### config.mk
export PLATFORM = sky130hd
export DESIGN_NAME = ttc_top
export DESIGN_NICKNAME = d
export VERILOG_FILES = /design/src/design/ttc_pkg.sv /design/src/design/ttc_mod_if.sv /design/src/design/ttc_clk_mod.sv /design/src/design/ttc_top.sv
export SDC_FILE = /design/constraint.sdc
export NUM_CORES = 1
export LEC_CHECK = 0
export BUFFER_PORTS_ARGS = -buffer_cell sky130_fd_sc_hd__buf_4
export CORE_MARGIN = 2
export CORE_UTILIZATION = 34
export CTS_CLUSTER_DIAMETER = 30
export DETAILED_ROUTE_END_ITERATION = 12
export PLACE_DENSITY = 0.59
export SLEW_MARGIN = 20
export SYNTH_ARGS = -nofsm -noshare
export SYNTH_HDL_FRONTEND = slang
export SYNTH_SLANG_ARGS = --single-unit
### constraint.sdc
create_clock -name i_clk -period 11.59 [get_ports i_clk]
set_clock_uncertainty 0.15 [all_clocks]
set_input_delay 0.5795 -clock i_clk [delete_from_list [all_inputs] [get_ports i_clk]]
set_output_delay 0.5795 -clock i_clk [all_outputs]
set_load 0.1 [all_outputs]
### src/design/ttc_pkg.sv
// Constants, types and register map of the thermal throttle controller
// How it works
// - Automatic throttle overrides software-forced throttle
// - Automatic activation only at maximum temperature
// - Trip threshold fixed, never software-visible
// - Keep snooping; latch interrupts, serve when clocked
// - Clock throttle gates core clocks at 50%
// - Modulation period shrinks as frequency rises
// - Duty cycle fixed, not software changeable
// - Cool again: stop modulation, circuit inactive
// - Hysteresis between activation and release
// - Frequency step requests lowest operating point
// - After cooling, return to last requested point
// - Mode enables set by configuration register writes
// - Both enabled: frequency step wins
// - Diode offset held in readable register
// - Forced clock throttle added if step fails
// - Hot indicator low while above trip
// - Higher-point requests deferred during step throttling
package ttc_pkg;

  // ==========================================================
  // Timing
  localparam int unsigned CLK_PERIOD_NS  = 50;
  localparam int unsigned STEP_SETTLE_NS = 100000;
  localparam int unsigned STEP_SETTLE_CYC =
    (STEP_SETTLE_NS + CLK_PERIOD_NS - 1) / CLK_PERIOD_NS;
  localparam int unsigned MOD_BASE_NS    = 1000;
  localparam int unsigned MOD_BASE_CYC   =
    (MOD_BASE_NS + CLK_PERIOD_NS - 1) / CLK_PERIOD_NS;
  localparam int unsigned SYNC_STAGES    = 3;

  // ==========================================================
  // Widths and operating points
  localparam int CNT_W    = 16;
  localparam int OP_W     = 3;
  localparam int ADDR_W   = 4;
  localparam int DATA_W   = 32;
  localparam int STRB_W   = 4;
  localparam int DIODE_W  = 8;
  localparam logic [OP_W-1:0] LOWEST_POINT = 3'h0;
  localparam logic [OP_W-1:0] TOP_POINT    = 3'h7;
  localparam logic [OP_W-1:0] OPREQ_RST    = 3'h0;

  // ==========================================================
  // Register map (byte addresses)
  localparam logic [ADDR_W-1:0] ADDR_CTRL   = 4'h0;
  localparam logic [ADDR_W-1:0] ADDR_OPREQ  = 4'h4;
  localparam logic [ADDR_W-1:0] ADDR_STATUS = 4'h8;
  localparam logic [ADDR_W-1:0] ADDR_DIODE  = 4'hC;

  localparam int CTRL_W          = 4;
  localparam logic [CTRL_W-1:0] CTRL_RST = 4'h0;
  localparam int CTRL_CTM_EN     = 0;
  localparam int CTRL_FSM_EN     = 1;
  localparam int CTRL_FORCE_CTM  = 2;
  localparam int CTRL_SW_THROT   = 3;

  localparam int ST_ACTIVE       = 0;
  localparam int ST_STEP         = 1;
  localparam int ST_MOD          = 2;
  localparam int ST_CLK_ON       = 3;
  localparam int ST_HOT          = 4;
  localparam int ST_IRQ_PEND     = 5;
  localparam int ST_POINT_LSB    = 8;

  localparam logic [1:0] RESP_OKAY   = 2'h0;
  localparam logic [1:0] RESP_SLVERR = 2'h2;
  localparam logic [DATA_W-1:0] DATA_ZERO = 32'h0000_0000;

  // ==========================================================
  // Throttle states
  typedef enum logic [1:0] {
    TS_IDLE,
    TS_STEP,
    TS_STEP_MOD,
    TS_GATE
  } ttc_state_t;

endpackage

### src/design/ttc_mod_if.sv
// Link between throttle control and the clock modulator
`timescale 1ns/1ps
interface ttc_mod_if
  import ttc_pkg::*;
();
  logic             run;
  logic [CNT_W-1:0] half_len;
  logic             clk_on;

  modport ctl (output run, output half_len, input clk_on);
  modport gen (input run, input half_len, output clk_on);
endinterface

### src/design/ttc_clk_mod.sv
// Fixed 50 percent core clock modulator
`timescale 1ns/1ps
module ttc_clk_mod
  import ttc_pkg::*;
(
  // Clock and reset
  input  wire logic i_clk,
  input  wire logic i_resetn,
  // Control
  ttc_mod_if.gen    m
);

  logic [CNT_W-1:0] cnt_r;
  logic [CNT_W-1:0] cnt_nxt;
  logic             on_r;
  logic             on_nxt;
  logic             started_r;
  logic             started_nxt;

  assign m.clk_on = on_r;

  // ==========================================================
  // Phase counter
  // Same length for both halves, so no duty setting exists
  always_comb begin
    cnt_nxt     = cnt_r;
    on_nxt      = on_r;
    started_nxt = started_r;
    if (!m.run) begin
      cnt_nxt     = '0;
      on_nxt      = 1'b1;
      started_nxt = 1'b0;
    end else if (!started_r) begin
      // Stop first: cooling begins at once
      cnt_nxt     = '0;
      on_nxt      = 1'b0;
      started_nxt = 1'b1;
    end else if (cnt_r >= m.half_len - CNT_W'(1)) begin
      cnt_nxt = '0;
      on_nxt  = !on_r;
    end else begin
      cnt_nxt = cnt_r + CNT_W'(1);
    end
  end

  always_ff @(posedge i_clk) begin
    if (!i_resetn) begin
      cnt_r     <= '0;
      on_r      <= 1'b1;
      started_r <= 1'b0;
    end else begin
      cnt_r     <= cnt_nxt;
      on_r      <= on_nxt;
      started_r <= started_nxt;
    end
  end

endmodule // ttc_clk_mod

### src/design/ttc_top.sv
// Thermal throttle controller with AXI4-Lite register slave
`timescale 1ns/1ps
module ttc_top
  import ttc_pkg::*;
#(
  // Arbitrary neutral factory offset value
  parameter logic [DIODE_W-1:0] DIODE_OFFSET = 8'h00
)(
  // Clock and reset
  input  wire logic              i_clk,
  input  wire logic              i_resetn,
  // AXI4-Lite write channels
  input  wire logic [ADDR_W-1:0] i_s_axi_awaddr,
  input  wire logic              i_s_axi_awvalid,
  output logic                   o_s_axi_awready,
  input  wire logic [DATA_W-1:0] i_s_axi_wdata,
  input  wire logic [STRB_W-1:0] i_s_axi_wstrb,
  input  wire logic              i_s_axi_wvalid,
  output logic                   o_s_axi_wready,
  output logic [1:0]             o_s_axi_bresp,
  output logic                   o_s_axi_bvalid,
  input  wire logic              i_s_axi_bready,
  // AXI4-Lite read channels
  input  wire logic [ADDR_W-1:0] i_s_axi_araddr,
  input  wire logic              i_s_axi_arvalid,
  output logic                   o_s_axi_arready,
  output logic [DATA_W-1:0]      o_s_axi_rdata,
  output logic [1:0]             o_s_axi_rresp,
  output logic                   o_s_axi_rvalid,
  input  wire logic              i_s_axi_rready,
  // Temperature comparator flags, asynchronous
  input  wire logic              i_temp_trip,
  input  wire logic              i_temp_clear,
  // Interrupt requests, core clock domain
  input  wire logic              i_irq_req,
  // Core side
  output logic                   o_core_clk_en,
  output logic                   o_snoop_en,
  output logic                   o_irq_take,
  output logic                   o_irq_pending,
  output logic [OP_W-1:0]        o_op_point,
  output logic                   o_op_change,
  output logic                   o_thermal_control_circuit,
  output logic                   o_hot_indicator_n
);

  // ==========================================================
  // Declarations
  logic [SYNC_STAGES-1:0] trip_sync_r;
  logic [SYNC_STAGES-1:0] trip_sync_nxt;
  logic [SYNC_STAGES-1:0] clear_sync_r;
  logic [SYNC_STAGES-1:0] clear_sync_nxt;
  logic                   trip_s_r;
  logic                   trip_s_nxt;
  logic                   clear_s_r;
  logic                   clear_s_nxt;

  logic                   awready_r;
  logic                   awready_nxt;
  logic                   wready_r;
  logic                   wready_nxt;
  logic                   aw_held_r;
  logic                   aw_held_nxt;
  logic                   w_held_r;
  logic                   w_held_nxt;
  logic [ADDR_W-1:0]      waddr_r;
  logic [ADDR_W-1:0]      waddr_nxt;
  logic [DATA_W-1:0]      wdata_r;
  logic [DATA_W-1:0]      wdata_nxt;
  logic                   wlane_r;
  logic                   wlane_nxt;
  logic                   bvalid_r;
  logic                   bvalid_nxt;
  logic [1:0]             bresp_r;
  logic [1:0]             bresp_nxt;
  logic                   arready_r;
  logic                   arready_nxt;
  logic                   rvalid_r;
  logic                   rvalid_nxt;
  logic [DATA_W-1:0]      rdata_r;
  logic [DATA_W-1:0]      rdata_nxt;
  logic [1:0]             rresp_r;
  logic [1:0]             rresp_nxt;
  logic                   wr_ctrl;
  logic                   wr_opreq;
  logic [DATA_W-1:0]      wr_value;

  logic [CTRL_W-1:0]      ctrl_r;
  logic [CTRL_W-1:0]      ctrl_nxt;
  logic [OP_W-1:0]        req_r;
  logic [OP_W-1:0]        req_nxt;
  logic [OP_W-1:0]        point_r;
  logic [OP_W-1:0]        point_nxt;
  logic                   change_r;
  logic                   change_nxt;
  ttc_state_t             state_r;
  ttc_state_t             state_nxt;
  logic [CNT_W-1:0]       settle_r;
  logic [CNT_W-1:0]       settle_nxt;
  logic                   clk_en_r;
  logic                   clk_en_nxt;
  logic                   pend_r;
  logic                   pend_nxt;
  logic                   take_r;
  logic                   take_nxt;
  logic                   snoop_r;
  logic                   hot_n_r;
  logic                   hot_n_nxt;
  logic                   active_r;
  logic                   active_nxt;
  logic                   hot;
  logic                   cool;
  logic                   mod_run;
  logic [OP_W:0]          steps;

  ttc_mod_if mod_if ();

  ttc_clk_mod u_clk_mod (
    .i_clk    (i_clk),
    .i_resetn (i_resetn),
    .m        (mod_if.gen)
  );

  // ==========================================================
  // Trip and clear flag synchronisers
  // Stage 0 feeds only stage 1; stages 1 and 2 must agree
  always_comb begin
    trip_sync_nxt  = {trip_sync_r[SYNC_STAGES-2:0], i_temp_trip};
    clear_sync_nxt = {clear_sync_r[SYNC_STAGES-2:0], i_temp_clear};
    trip_s_nxt     = trip_s_r;
    clear_s_nxt    = clear_s_r;
    if (trip_sync_r[SYNC_STAGES-1] == trip_sync_r[SYNC_STAGES-2]) begin
      trip_s_nxt = trip_sync_r[SYNC_STAGES-2];
    end
    if (clear_sync_r[SYNC_STAGES-1] == clear_sync_r[SYNC_STAGES-2]) begin
      clear_s_nxt = clear_sync_r[SYNC_STAGES-2];
    end
  end

  always_ff @(posedge i_clk) begin
    if (!i_resetn) begin
      trip_sync_r  <= '0;
      clear_sync_r <= '0;
      trip_s_r     <= 1'b0;
      clear_s_r    <= 1'b0;
    end else begin
      trip_sync_r  <= trip_sync_nxt;
      clear_sync_r <= clear_sync_nxt;
      trip_s_r     <= trip_s_nxt;
      clear_s_r    <= clear_s_nxt;
    end
  end

  // ==========================================================
  // AXI4-Lite slave
  always_comb begin
    logic have_aw;
    logic have_w;
    logic do_wr;
    logic ar_hs;
    logic [ADDR_W-1:0] a;
    logic lane;
    have_aw   = aw_held_r | (i_s_axi_awvalid & awready_r);
    have_w    = w_held_r | (i_s_axi_wvalid & wready_r);
    do_wr     = have_aw & have_w & !bvalid_r;
    ar_hs     = i_s_axi_arvalid & arready_r;
    a         = aw_held_r ? waddr_r : i_s_axi_awaddr;
    lane      = w_held_r ? wlane_r : i_s_axi_wstrb[0];
    wr_value  = w_held_r ? wdata_r : i_s_axi_wdata;
    waddr_nxt = (i_s_axi_awvalid & awready_r) ? i_s_axi_awaddr : waddr_r;
    wdata_nxt = (i_s_axi_wvalid & wready_r) ? i_s_axi_wdata : wdata_r;
    wlane_nxt = (i_s_axi_wvalid & wready_r) ? i_s_axi_wstrb[0] : wlane_r;
    wr_ctrl   = do_wr & lane & (a == ADDR_CTRL);
    wr_opreq  = do_wr & lane & (a == ADDR_OPREQ);
    aw_held_nxt = have_aw & !do_wr;
    w_held_nxt  = have_w & !do_wr;
    bvalid_nxt  = do_wr | (bvalid_r & !i_s_axi_bready);
    bresp_nxt   = bresp_r;
    if (do_wr) begin
      // Status and offset are read-only: write answered SLVERR
      bresp_nxt = ((a == ADDR_CTRL) || (a == ADDR_OPREQ)) ?
                  RESP_OKAY : RESP_SLVERR;
    end
    awready_nxt = !aw_held_nxt & !bvalid_nxt;
    wready_nxt  = !w_held_nxt & !bvalid_nxt;
    rvalid_nxt  = ar_hs | (rvalid_r & !i_s_axi_rready);
    arready_nxt = !rvalid_nxt;
    rdata_nxt   = rdata_r;
    rresp_nxt   = rresp_r;
    if (ar_hs) begin
      rdata_nxt = DATA_ZERO;
      rresp_nxt = RESP_OKAY;
      case (i_s_axi_araddr)
        ADDR_CTRL: begin
          rdata_nxt[CTRL_W-1:0] = ctrl_r;
        end
        ADDR_OPREQ: begin
          rdata_nxt[OP_W-1:0] = req_r;
        end
        ADDR_STATUS: begin
          rdata_nxt[ST_ACTIVE]   = active_r;
          rdata_nxt[ST_STEP]     = (state_r == TS_STEP) |
                                   (state_r == TS_STEP_MOD);
          rdata_nxt[ST_MOD]      = mod_run;
          rdata_nxt[ST_CLK_ON]   = clk_en_r;
          rdata_nxt[ST_HOT]      = trip_s_r;
          rdata_nxt[ST_IRQ_PEND] = pend_r;
          rdata_nxt[ST_POINT_LSB +: OP_W] = point_r;
        end
        ADDR_DIODE: begin
          rdata_nxt[DIODE_W-1:0] = DIODE_OFFSET;
        end
        default: begin
          rresp_nxt = RESP_SLVERR;
        end
      endcase
    end
  end

  always_ff @(posedge i_clk) begin
    if (!i_resetn) begin
      awready_r <= 1'b0;
      wready_r  <= 1'b0;
      aw_held_r <= 1'b0;
      w_held_r  <= 1'b0;
      waddr_r   <= '0;
      wdata_r   <= DATA_ZERO;
      wlane_r   <= 1'b0;
      bvalid_r  <= 1'b0;
      bresp_r   <= RESP_OKAY;
      arready_r <= 1'b0;
      rvalid_r  <= 1'b0;
      rdata_r   <= DATA_ZERO;
      rresp_r   <= RESP_OKAY;
    end else begin
      awready_r <= awready_nxt;
      wready_r  <= wready_nxt;
      aw_held_r <= aw_held_nxt;
      w_held_r  <= w_held_nxt;
      waddr_r   <= waddr_nxt;
      wdata_r   <= wdata_nxt;
      wlane_r   <= wlane_nxt;
      bvalid_r  <= bvalid_nxt;
      bresp_r   <= bresp_nxt;
      arready_r <= arready_nxt;
      rvalid_r  <= rvalid_nxt;
      rdata_r   <= rdata_nxt;
      rresp_r   <= rresp_nxt;
    end
  end

  // ==========================================================
  // Throttle control
  // Trip level lives in the sensor; no register can move it
  assign hot  = trip_s_r;
  // Release needs the lower clear level: no chatter near trip
  assign cool = clear_s_r & !trip_s_r;

  always_comb begin
    ctrl_nxt   = ctrl_r;
    req_nxt    = req_r;
    state_nxt  = state_r;
    settle_nxt = settle_r;
    if (wr_ctrl) begin
      ctrl_nxt = wr_value[CTRL_W-1:0];
    end
    if (wr_opreq) begin
      // Recorded when strobe bit 0 is set; held back only in the step states
      req_nxt = wr_value[OP_W-1:0];
    end
    case (state_r)
      TS_IDLE: begin
        settle_nxt = '0;
        if (hot && ctrl_r[CTRL_FSM_EN]) begin
          state_nxt = TS_STEP;
        end else if (hot && ctrl_r[CTRL_CTM_EN]) begin
          state_nxt = TS_GATE;
        end
      end
      TS_STEP: begin
        if (cool || !ctrl_r[CTRL_FSM_EN]) begin
          state_nxt = TS_IDLE;
        end else if (settle_r >= CNT_W'(STEP_SETTLE_CYC)) begin
          if (ctrl_r[CTRL_FORCE_CTM]) begin
            state_nxt = TS_STEP_MOD;
          end
        end else begin
          settle_nxt = settle_r + CNT_W'(1);
        end
      end
      TS_STEP_MOD: begin
        if (cool || !ctrl_r[CTRL_FSM_EN]) begin
          state_nxt = TS_IDLE;
        end
      end
      TS_GATE: begin
        if (cool || !ctrl_r[CTRL_CTM_EN]) begin
          state_nxt = TS_IDLE;
        end
      end
      default: begin
        state_nxt = TS_IDLE;
      end
    endcase
  end

  always_ff @(posedge i_clk) begin
    if (!i_resetn) begin
      ctrl_r   <= CTRL_RST;
      req_r    <= OPREQ_RST;
      state_r  <= TS_IDLE;
      settle_r <= '0;
    end else begin
      ctrl_r   <= ctrl_nxt;
      req_r    <= req_nxt;
      state_r  <= state_nxt;
      settle_r <= settle_nxt;
    end
  end

  // ==========================================================
  // Modulation, operating point and core-side outputs
  // Software force only acts while automatic control is idle
  assign mod_run = (state_r == TS_GATE) || (state_r == TS_STEP_MOD) ||
                   ((state_r == TS_IDLE) && ctrl_r[CTRL_SW_THROT]);
  // Fewer core cycles per half at higher points
  assign steps = (OP_W+1)'(TOP_POINT) - (OP_W+1)'(point_r) +
                 (OP_W+1)'(1);
  assign mod_if.run      = mod_run;
  assign mod_if.half_len = CNT_W'(CNT_W'(MOD_BASE_CYC) * CNT_W'(steps));

  always_comb begin
    point_nxt = req_r;
    if ((state_r == TS_STEP) || (state_r == TS_STEP_MOD)) begin
      point_nxt = LOWEST_POINT;
    end
    change_nxt = (point_nxt != point_r);
    clk_en_nxt = mod_if.clk_on;
    take_nxt   = pend_r & clk_en_r;
    // A new request beats the delivery that clears the flag
    pend_nxt   = (pend_r & !take_nxt) | i_irq_req;
    hot_n_nxt  = !trip_s_r;
    active_nxt = (state_nxt != TS_IDLE);
  end

  always_ff @(posedge i_clk) begin
    if (!i_resetn) begin
      point_r  <= OPREQ_RST;
      change_r <= 1'b0;
      clk_en_r <= 1'b1;
      take_r   <= 1'b0;
      pend_r   <= 1'b0;
      snoop_r  <= 1'b0;
      hot_n_r  <= 1'b1;
      active_r <= 1'b0;
    end else begin
      point_r  <= point_nxt;
      change_r <= change_nxt;
      clk_en_r <= clk_en_nxt;
      take_r   <= take_nxt;
      pend_r   <= pend_nxt;
      snoop_r  <= 1'b1;
      hot_n_r  <= hot_n_nxt;
      active_r <= active_nxt;
    end
  end

  assign o_s_axi_awready   = awready_r;
  assign o_s_axi_wready    = wready_r;
  assign o_s_axi_bresp     = bresp_r;
  assign o_s_axi_bvalid    = bvalid_r;
  assign o_s_axi_arready   = arready_r;
  assign o_s_axi_rdata     = rdata_r;
  assign o_s_axi_rresp     = rresp_r;
  assign o_s_axi_rvalid    = rvalid_r;
  assign o_core_clk_en     = clk_en_r;
  assign o_snoop_en        = snoop_r;
  assign o_irq_take        = take_r;
  assign o_irq_pending     = pend_r;
  assign o_op_point        = point_r;
  assign o_op_change       = change_r;
  assign o_thermal_control_circuit = active_r;
  assign o_hot_indicator_n = hot_n_r;

endmodule // ttc_top

=== Yosys cells after proc, flatten, opt, wreduce, memory -nomap -nowiden ===
Cells that the tools add are included.

* ROM bits: 0
* RAM bits: 0
* Output and inout port bits: 51
* Flip-flop bits (word level): 90
* Bits in latches: 0
* Memories: 0

* Reduce and logical (&&, ||, !) cells: 31
* Div/mod/pow operators: 0
* $add $sub $neg: 5
* Eq/ne operators: 13
* Multiply operators: 1
* Bitwise logic cells: 26
* Shift operators: 0
* Muxes and demuxes: 25
* $lt $le $gt $ge: 2

{| class="wikitable"
|+ Operators by type and width
! kind !! number
|-
| $add 16x1->16 const B || 2
|-
| $mux 16 || 2
|-
| $pmux 16 s2 || 1
|-
| $mux 2 || 10
|-
| $and 1x1->1 || 17
|-
| $ge 16x11->1 const B || 1
|-
| $ge 16x16->1 || 1
|-
| $logic_not 1->1 || 13
|-
| $sub 9x1->10 const B || 1
|-
| $pmux 3 s3 || 1
|-
| $eq 4x3->1 const B || 2
|-
| $eq 4x4->1 const B || 2
|-
| $logic_not 4->1 || 2
|-
| $mux 4 || 2
|-
| $pmux 2 s4 || 1
|-
| $reduce_or 4->1 || 2
|-
| $mul 3x4->7 const A || 1
|-
| $logic_or 1x1->1 || 6
|-
| $mux 3 || 2
|-
| $ne 2x2->1 const B || 3
|-
| $or 1x1->1 || 6
|-
| $mux 1 || 5
|-
| $add 4x1->4 const B || 1
|-
| $eq 2x2->1 const B || 2
|-
| other kinds (11) || 17
|}

=== Longest topological paths before layout ===
* Word-level depth: 8
* Gate-level depth with buffers: 17
* Depth with buffers taken out: 15

=== By module ===
From an unflattened synthesis, not the netlist that was laid out.

* Cell total of the unflattened synthesis: 504
* Area, all modules: 4590.7 µm²

{| class="wikitable"
|+ By module, submodules not included
! module !! cells an instance !! instances !! area an instance (µm²)
|-
| ttc_top || 349 || 1 || 3258.1
|-
| ttc_clk_mod || 155 || 1 || 1332.5
|}

=== Least setup slack after synthesis ===
OpenSTA, ideal clock, no wires.

* Kind: register to register
* Start: register point_r[0], in the netlist o_op_point[0]
* End: register u_clk_mod.cnt_r[10]
* Arrival time: 4.274 ns
* Buffers on the path: 2
* Cell stages (with the launch flop): 18
* Setup slack: 7.102 ns
* Required time: 11.376 ns
* Cells stage by stage: dfxtp_1 > clkbuf_1 > inv_1 > ha_1 > xnor2_1 > ha_1 > ha_1 > nor4_1 > nand2_1 > nor2_1 > nand2_1 > ha_1 > a21oi_1 > a21oi_1 > a2111oi_4 > nand4_2 > buf_6 > nor2_1

* Word-level cells in the longest chain between the ends: 6

{| class="wikitable"
|+ RTL lines
! item !! line !! source
|-
| from (decl) || ttc_top.sv:92 || <nowiki>logic [OP_W-1:0] point_r;</nowiki>
|-
| from (signal assigned) || ttc_top.sv:357 || <nowiki>point_r <= point_nxt;</nowiki>
|-
| $sub 3x3->4 || ttc_top.sv:327 || <nowiki>assign steps = (OP_W+1)'(TOP_POINT) - (OP_W+1)'(point_r) +</nowiki>
|-
| $add 4x1->4 || ttc_top.sv:327 ||
|-
| $mul 3x4->7 || ttc_top.sv:330 || <nowiki>assign mod_if.half_len = CNT_W'(CNT_W'(MOD_BASE_CYC) * CNT_W'(steps));</nowiki>
|-
| $sub 9x1->10 || ttc_clk_mod.sv:38 || <nowiki>end else if (cnt_r >= m.half_len - CNT_W'(1)) begin</nowiki>
|-
| $ge 16x16->1 || ttc_clk_mod.sv:38 ||
|-
| $reduce_or 4->1 (no line) || - ||
|-
| to (signal assigned) || ttc_clk_mod.sv:52 || <nowiki>cnt_r <= cnt_nxt;</nowiki>
|-
| to (decl) || ttc_clk_mod.sv:13 || <nowiki>logic [CNT_W-1:0] cnt_r;</nowiki>
|}

Every way passes these cells.
A chain may end at the register's enable or synchronous reset.

=== Final worst setup path ===
* Start: register point_r[0], in the netlist o_op_point[0]
* End: register u_clk_mod.cnt_r[14]

Same word-level chain as after synthesis.

==> summary.md <==
The run finished with clean final reports. Setup violations remaining at the end of the flow were counted as 0. The total number of nets in the final design is 590, and the wire length after detailed routing is 8410 um. The detailed router finished its first iteration with 201 violations. The clock-pin slew reported for the worst setup and hold paths after clock tree synthesis came out at 0.06 ns.

The run gives 7.24 ns as the setup slack after placement. The leakage power total is 1.98 nW. No sink is reached through more buffers than the 2 on the longest clock path. Hold violation total from the final report: 0.

IR analysis of the VDD net gives a maximum drop of 80.3 uV. In the final routed layout, each cell accounts on average for 12.2 um. Of all nets on the critical path, the largest fanout is 16. The die is 116 um wide. Part of the Yosys area used for sequential elements: 0.410.

The count of synthesis-stage warnings from yosys was 0. Once the clock tree was built, the setup fixing pass inserted 0 buffers. The flip-flop and latch count after synthesis was 88; the data arrival at the endpoint of the critical path was 4.45 ns. For the residual overflow from global routing, the log shows 0. Ranked by total cell area, the synthesized netlist is headed by dfxtp_1 41%, ha_1 7.0%, buf_4 4.4%. Antenna diode count: 0. The via count of the routed design was 3245.

The run gives 0 as the number of antenna violations at the first check in global routing. Setup repair after global routing left no endpoint under its margin. The via count of the first global-routing pass was 3116; the cell count of the worst reg-to-reg path was 15. The total count of max-transition violations in the final report is 0. Buffer cell driving the clock tree root: clkbuf_16.

The run gives 6000 um as the detailed placement HPWL. For this run, the leading register cell type out of synthesis is dfxtp_1. From bottom edge to top edge, the die measures 116 um. For the pin with the worst max-slew slack, the measured transition is 0.713 ns. Each instance of the synthesized netlist takes up on average 9.15 sq um.

The clock net in this run drives a total of 88 sinks. The post-CTS resize count came out at 0. The via density per instance was 4.72; the total negative slack was 0 ns. The final period utilization came out at 0.374.

The tools report the startpoint type of the worst setup path as a register. Data on the critical path is required at its endpoint by 11.70 ns. The run gives 64 as the largest net degree at the start of global routing. dfxtp_1 takes more of the synthesized area than any other cell. The final weighted congestion in routability-driven placement came out at 0.775. For this design the ratio of total power to cell area is 133 mW/mm^2. The remaining design rule violation count is 0, and the count of flip-flops with a built-in enable after synthesis is 0.

The tools report the relative slew slack as 0.518. After layout, the minimum clock period comes to 4.34 ns. The clock tree synthesis step divided the H-tree into 3 levels. The synthesized netlist occupies a cell area of 0.00430 sq mm. Share of Yosys cell area claimed by the top area cell type: 0.410. On the final layout, the worst hold slack is 0.282 ns. The logs give 0.0136 sq mm for the total die area and 49 for the distinct cell type count of the synthesized netlist.

The critical path is of the reg -> reg type. In this run, CTS created clock tree buffers numbering 9. The run gives 0.133 as the global-route usage over all layers. Once placement finished, the instance area stood at 0.00471 sq mm. During I/O placement, the number of pins put on the boundary was 105. dfxtp_1 is the most common cell in the netlist. Based on the critical path, the design can be clocked at up to 0.231 GHz. The endpoint type of the worst setup path is a register. Synthesis produced a netlist whose cell count is 470. For this run, the detailed router's first-pass iteration total came to 4.

The tools report the utilization after layout as 0.399. The area growth from synthesis to layout is 15.7%. TritonCTS built the clock tree. The fraction of final layout cells with drive strength greater than 1 was 0.142.

The min-delay analysis places its worst path in the category reg -> reg. The count of buffers added on input and output ports is 48. Row generation in the floorplan step produced 41 rows.

The post-layout worst setup margin was 7.25 ns; the placeable core area was 0.0125 sq mm. The run gives 0.345 as the effective utilization at floorplan. The number of antenna-violating nets in the routed design was 0. The global-route wire length before repair was 14300 um.

Across the run, the number of max-cap violations was 0. Summing all non-filler instances in the final layout gives an area of 0.00498 sq mm. Counting instances, the worst hold path has a depth of 2.

At the later pin of the worst-skew pair, clock insertion delay measures 0.34 ns. After clock tree synthesis, the flow added hold-fix buffers numbering 0. Counting the fill cells in the layout gives 1231. In the synthesized netlist, the cells that appear most often are 88 x dfxtp_1, 44 x nand2_1, 40 x nor2_1. The async set-or-reset flop fraction in the synthesized netlist is 0.
sequential cells by signal (all words and copies together) (netlist names), 4 cells and up:
| name | cells |
|---|---|
| waddr_r | 4 |
| u_clk_mod.cnt_r | 16 |
| settle_r | 16 |
| wdata_r | 4 |
| o_s_axi_rdata | 9 |
| ctrl_r | 4 |
critical path: stages, from the launching register on:
cell	delay (ns)
dfxtp_1	0.62
inv_1	0.10
ha_1	0.29
xnor2_1	0.15
ha_1	0.21
ha_1	0.33
nor4_1	0.34
nand2_1	0.15
xor2_1	0.19
xnor2_1	0.13
ha_1	0.31
o21ai_0	0.08
nor2_1	0.06
o31ai_1	0.46
nand4_2	0.46
nor2_1	0.22
layer usage:
metal  global-route usage  vias to the layer above  wire [um]
met5                    0                        -          0
met4               0.0357                        0         78
met3               0.0498                        6        462
met2                0.220                       63       3900
met1                0.163                     1514       3970
li1                     -                     1662          -
logic make-up (layout without fill, tap and decap cells):
| family | count (synthesis) | in the layout | share of synthesized area |
|---|---|---|---|
| AO/OA/AOI/OAI | 65 | 65 | 0.109 |
| XOR/XNOR | 34 | 34 | 0.0692 |
| adder cells (fa/ha/maj) | 24 | 24 | 0.0698 |
| buffers and inverters | 52 | 73 | 0.0698 |
| flip-flops | 88 | 88 | 0.410 |
| multiplexers | 16 | 16 | 0.0381 |
| other | 1 | 25 | 0.000872 |
| AND/OR/NAND/NOR | 190 | 190 | 0.233 |
stage by stage:
step / power [mW] / cells
final: 0.661 / 687
after global routing: 0.689 / 687
after CTS: 0.672 / 687
after detailed placement: 0.406 / 673
after global placement: 0.405 / 673
after floorplan: 0.396 / 494
layout make-up:
cell class                 count  area, sq um  share of cell area
clock inverter                 3         20.0             0.00402
timing repair buffer          48          360              0.0724
clock buffer                  11          243              0.0488
multi-input combinational    354         2330               0.469
inverter                      11         41.3             0.00830
tap                          172          215              0.0432
sequential                    88         1760               0.354
where the power goes:
| group | switching (mW) | leakage [nW] | internal (mW) | total (mW) |
|---|---|---|---|---|
| combinational | 0.0690 | 1.14 | 0.0169 | 0.0859 |
| clock | 0.114 | 0.123 | 0.148 | 0.262 |
| sequential | 0.00477 | 0.713 | 0.308 | 0.313 |
| total | 0.187 | 1.98 | 0.473 | 0.661 |
path summary, 6_finish.rpt:
kind	startpoint	end	slack [ns]
setup / recovery	o_op_point[0]$_SDFF_PN0_	u_clk_mod.cnt_r[14]$_SDFF_PP0_	7.25
hold / removal	u_clk_mod.m.clk_on$_SDFFE_PN1P_	o_core_clk_en$_SDFF_PN1_	0.28
setup reg to reg	o_op_point[0]$_SDFF_PN0_	u_clk_mod.cnt_r[14]$_SDFF_PP0_	7.25
hold reg to reg	u_clk_mod.m.clk_on$_SDFFE_PN1P_	o_core_clk_en$_SDFF_PN1_	0.28
cell usage in the layout (no fill, tap or decap), types with 2 or more instances in the layout:
| cell type | instances |
|---|---|
| a211oi_1 | 3 |
| a21boi_0 | 14 |
| a21oi_1 | 14 |
| a22oi_1 | 8 |
| and2_1 | 10 |
| and3_1 | 18 |
| and4_1 | 3 |
| buf_4 | 48 |
| clkbuf_16 | 9 |
| clkinvlp_4 | 2 |
| conb_1 | 25 |
| dfxtp_1 | 88 |
| ha_1 | 24 |
| inv_1 | 11 |
| mux2_2 | 3 |
| mux2i_1 | 13 |
| nand2_1 | 44 |
| nand2b_1 | 3 |
| nand3_1 | 22 |
| nand4_1 | 9 |
| nor2_1 | 40 |
| nor2b_1 | 18 |
| nor3_1 | 6 |
| nor3b_1 | 3 |
| nor4_1 | 3 |
| nor4bb_1 | 2 |
| o211a_1 | 2 |
| o211ai_1 | 2 |
| o21a_1 | 3 |
| o21ai_0 | 9 |
| o31ai_1 | 2 |
| or3_1 | 2 |
| xnor2_1 | 14 |
| xor2_1 | 20 |
No activity file was read; power rests on OpenSTA's default activity.
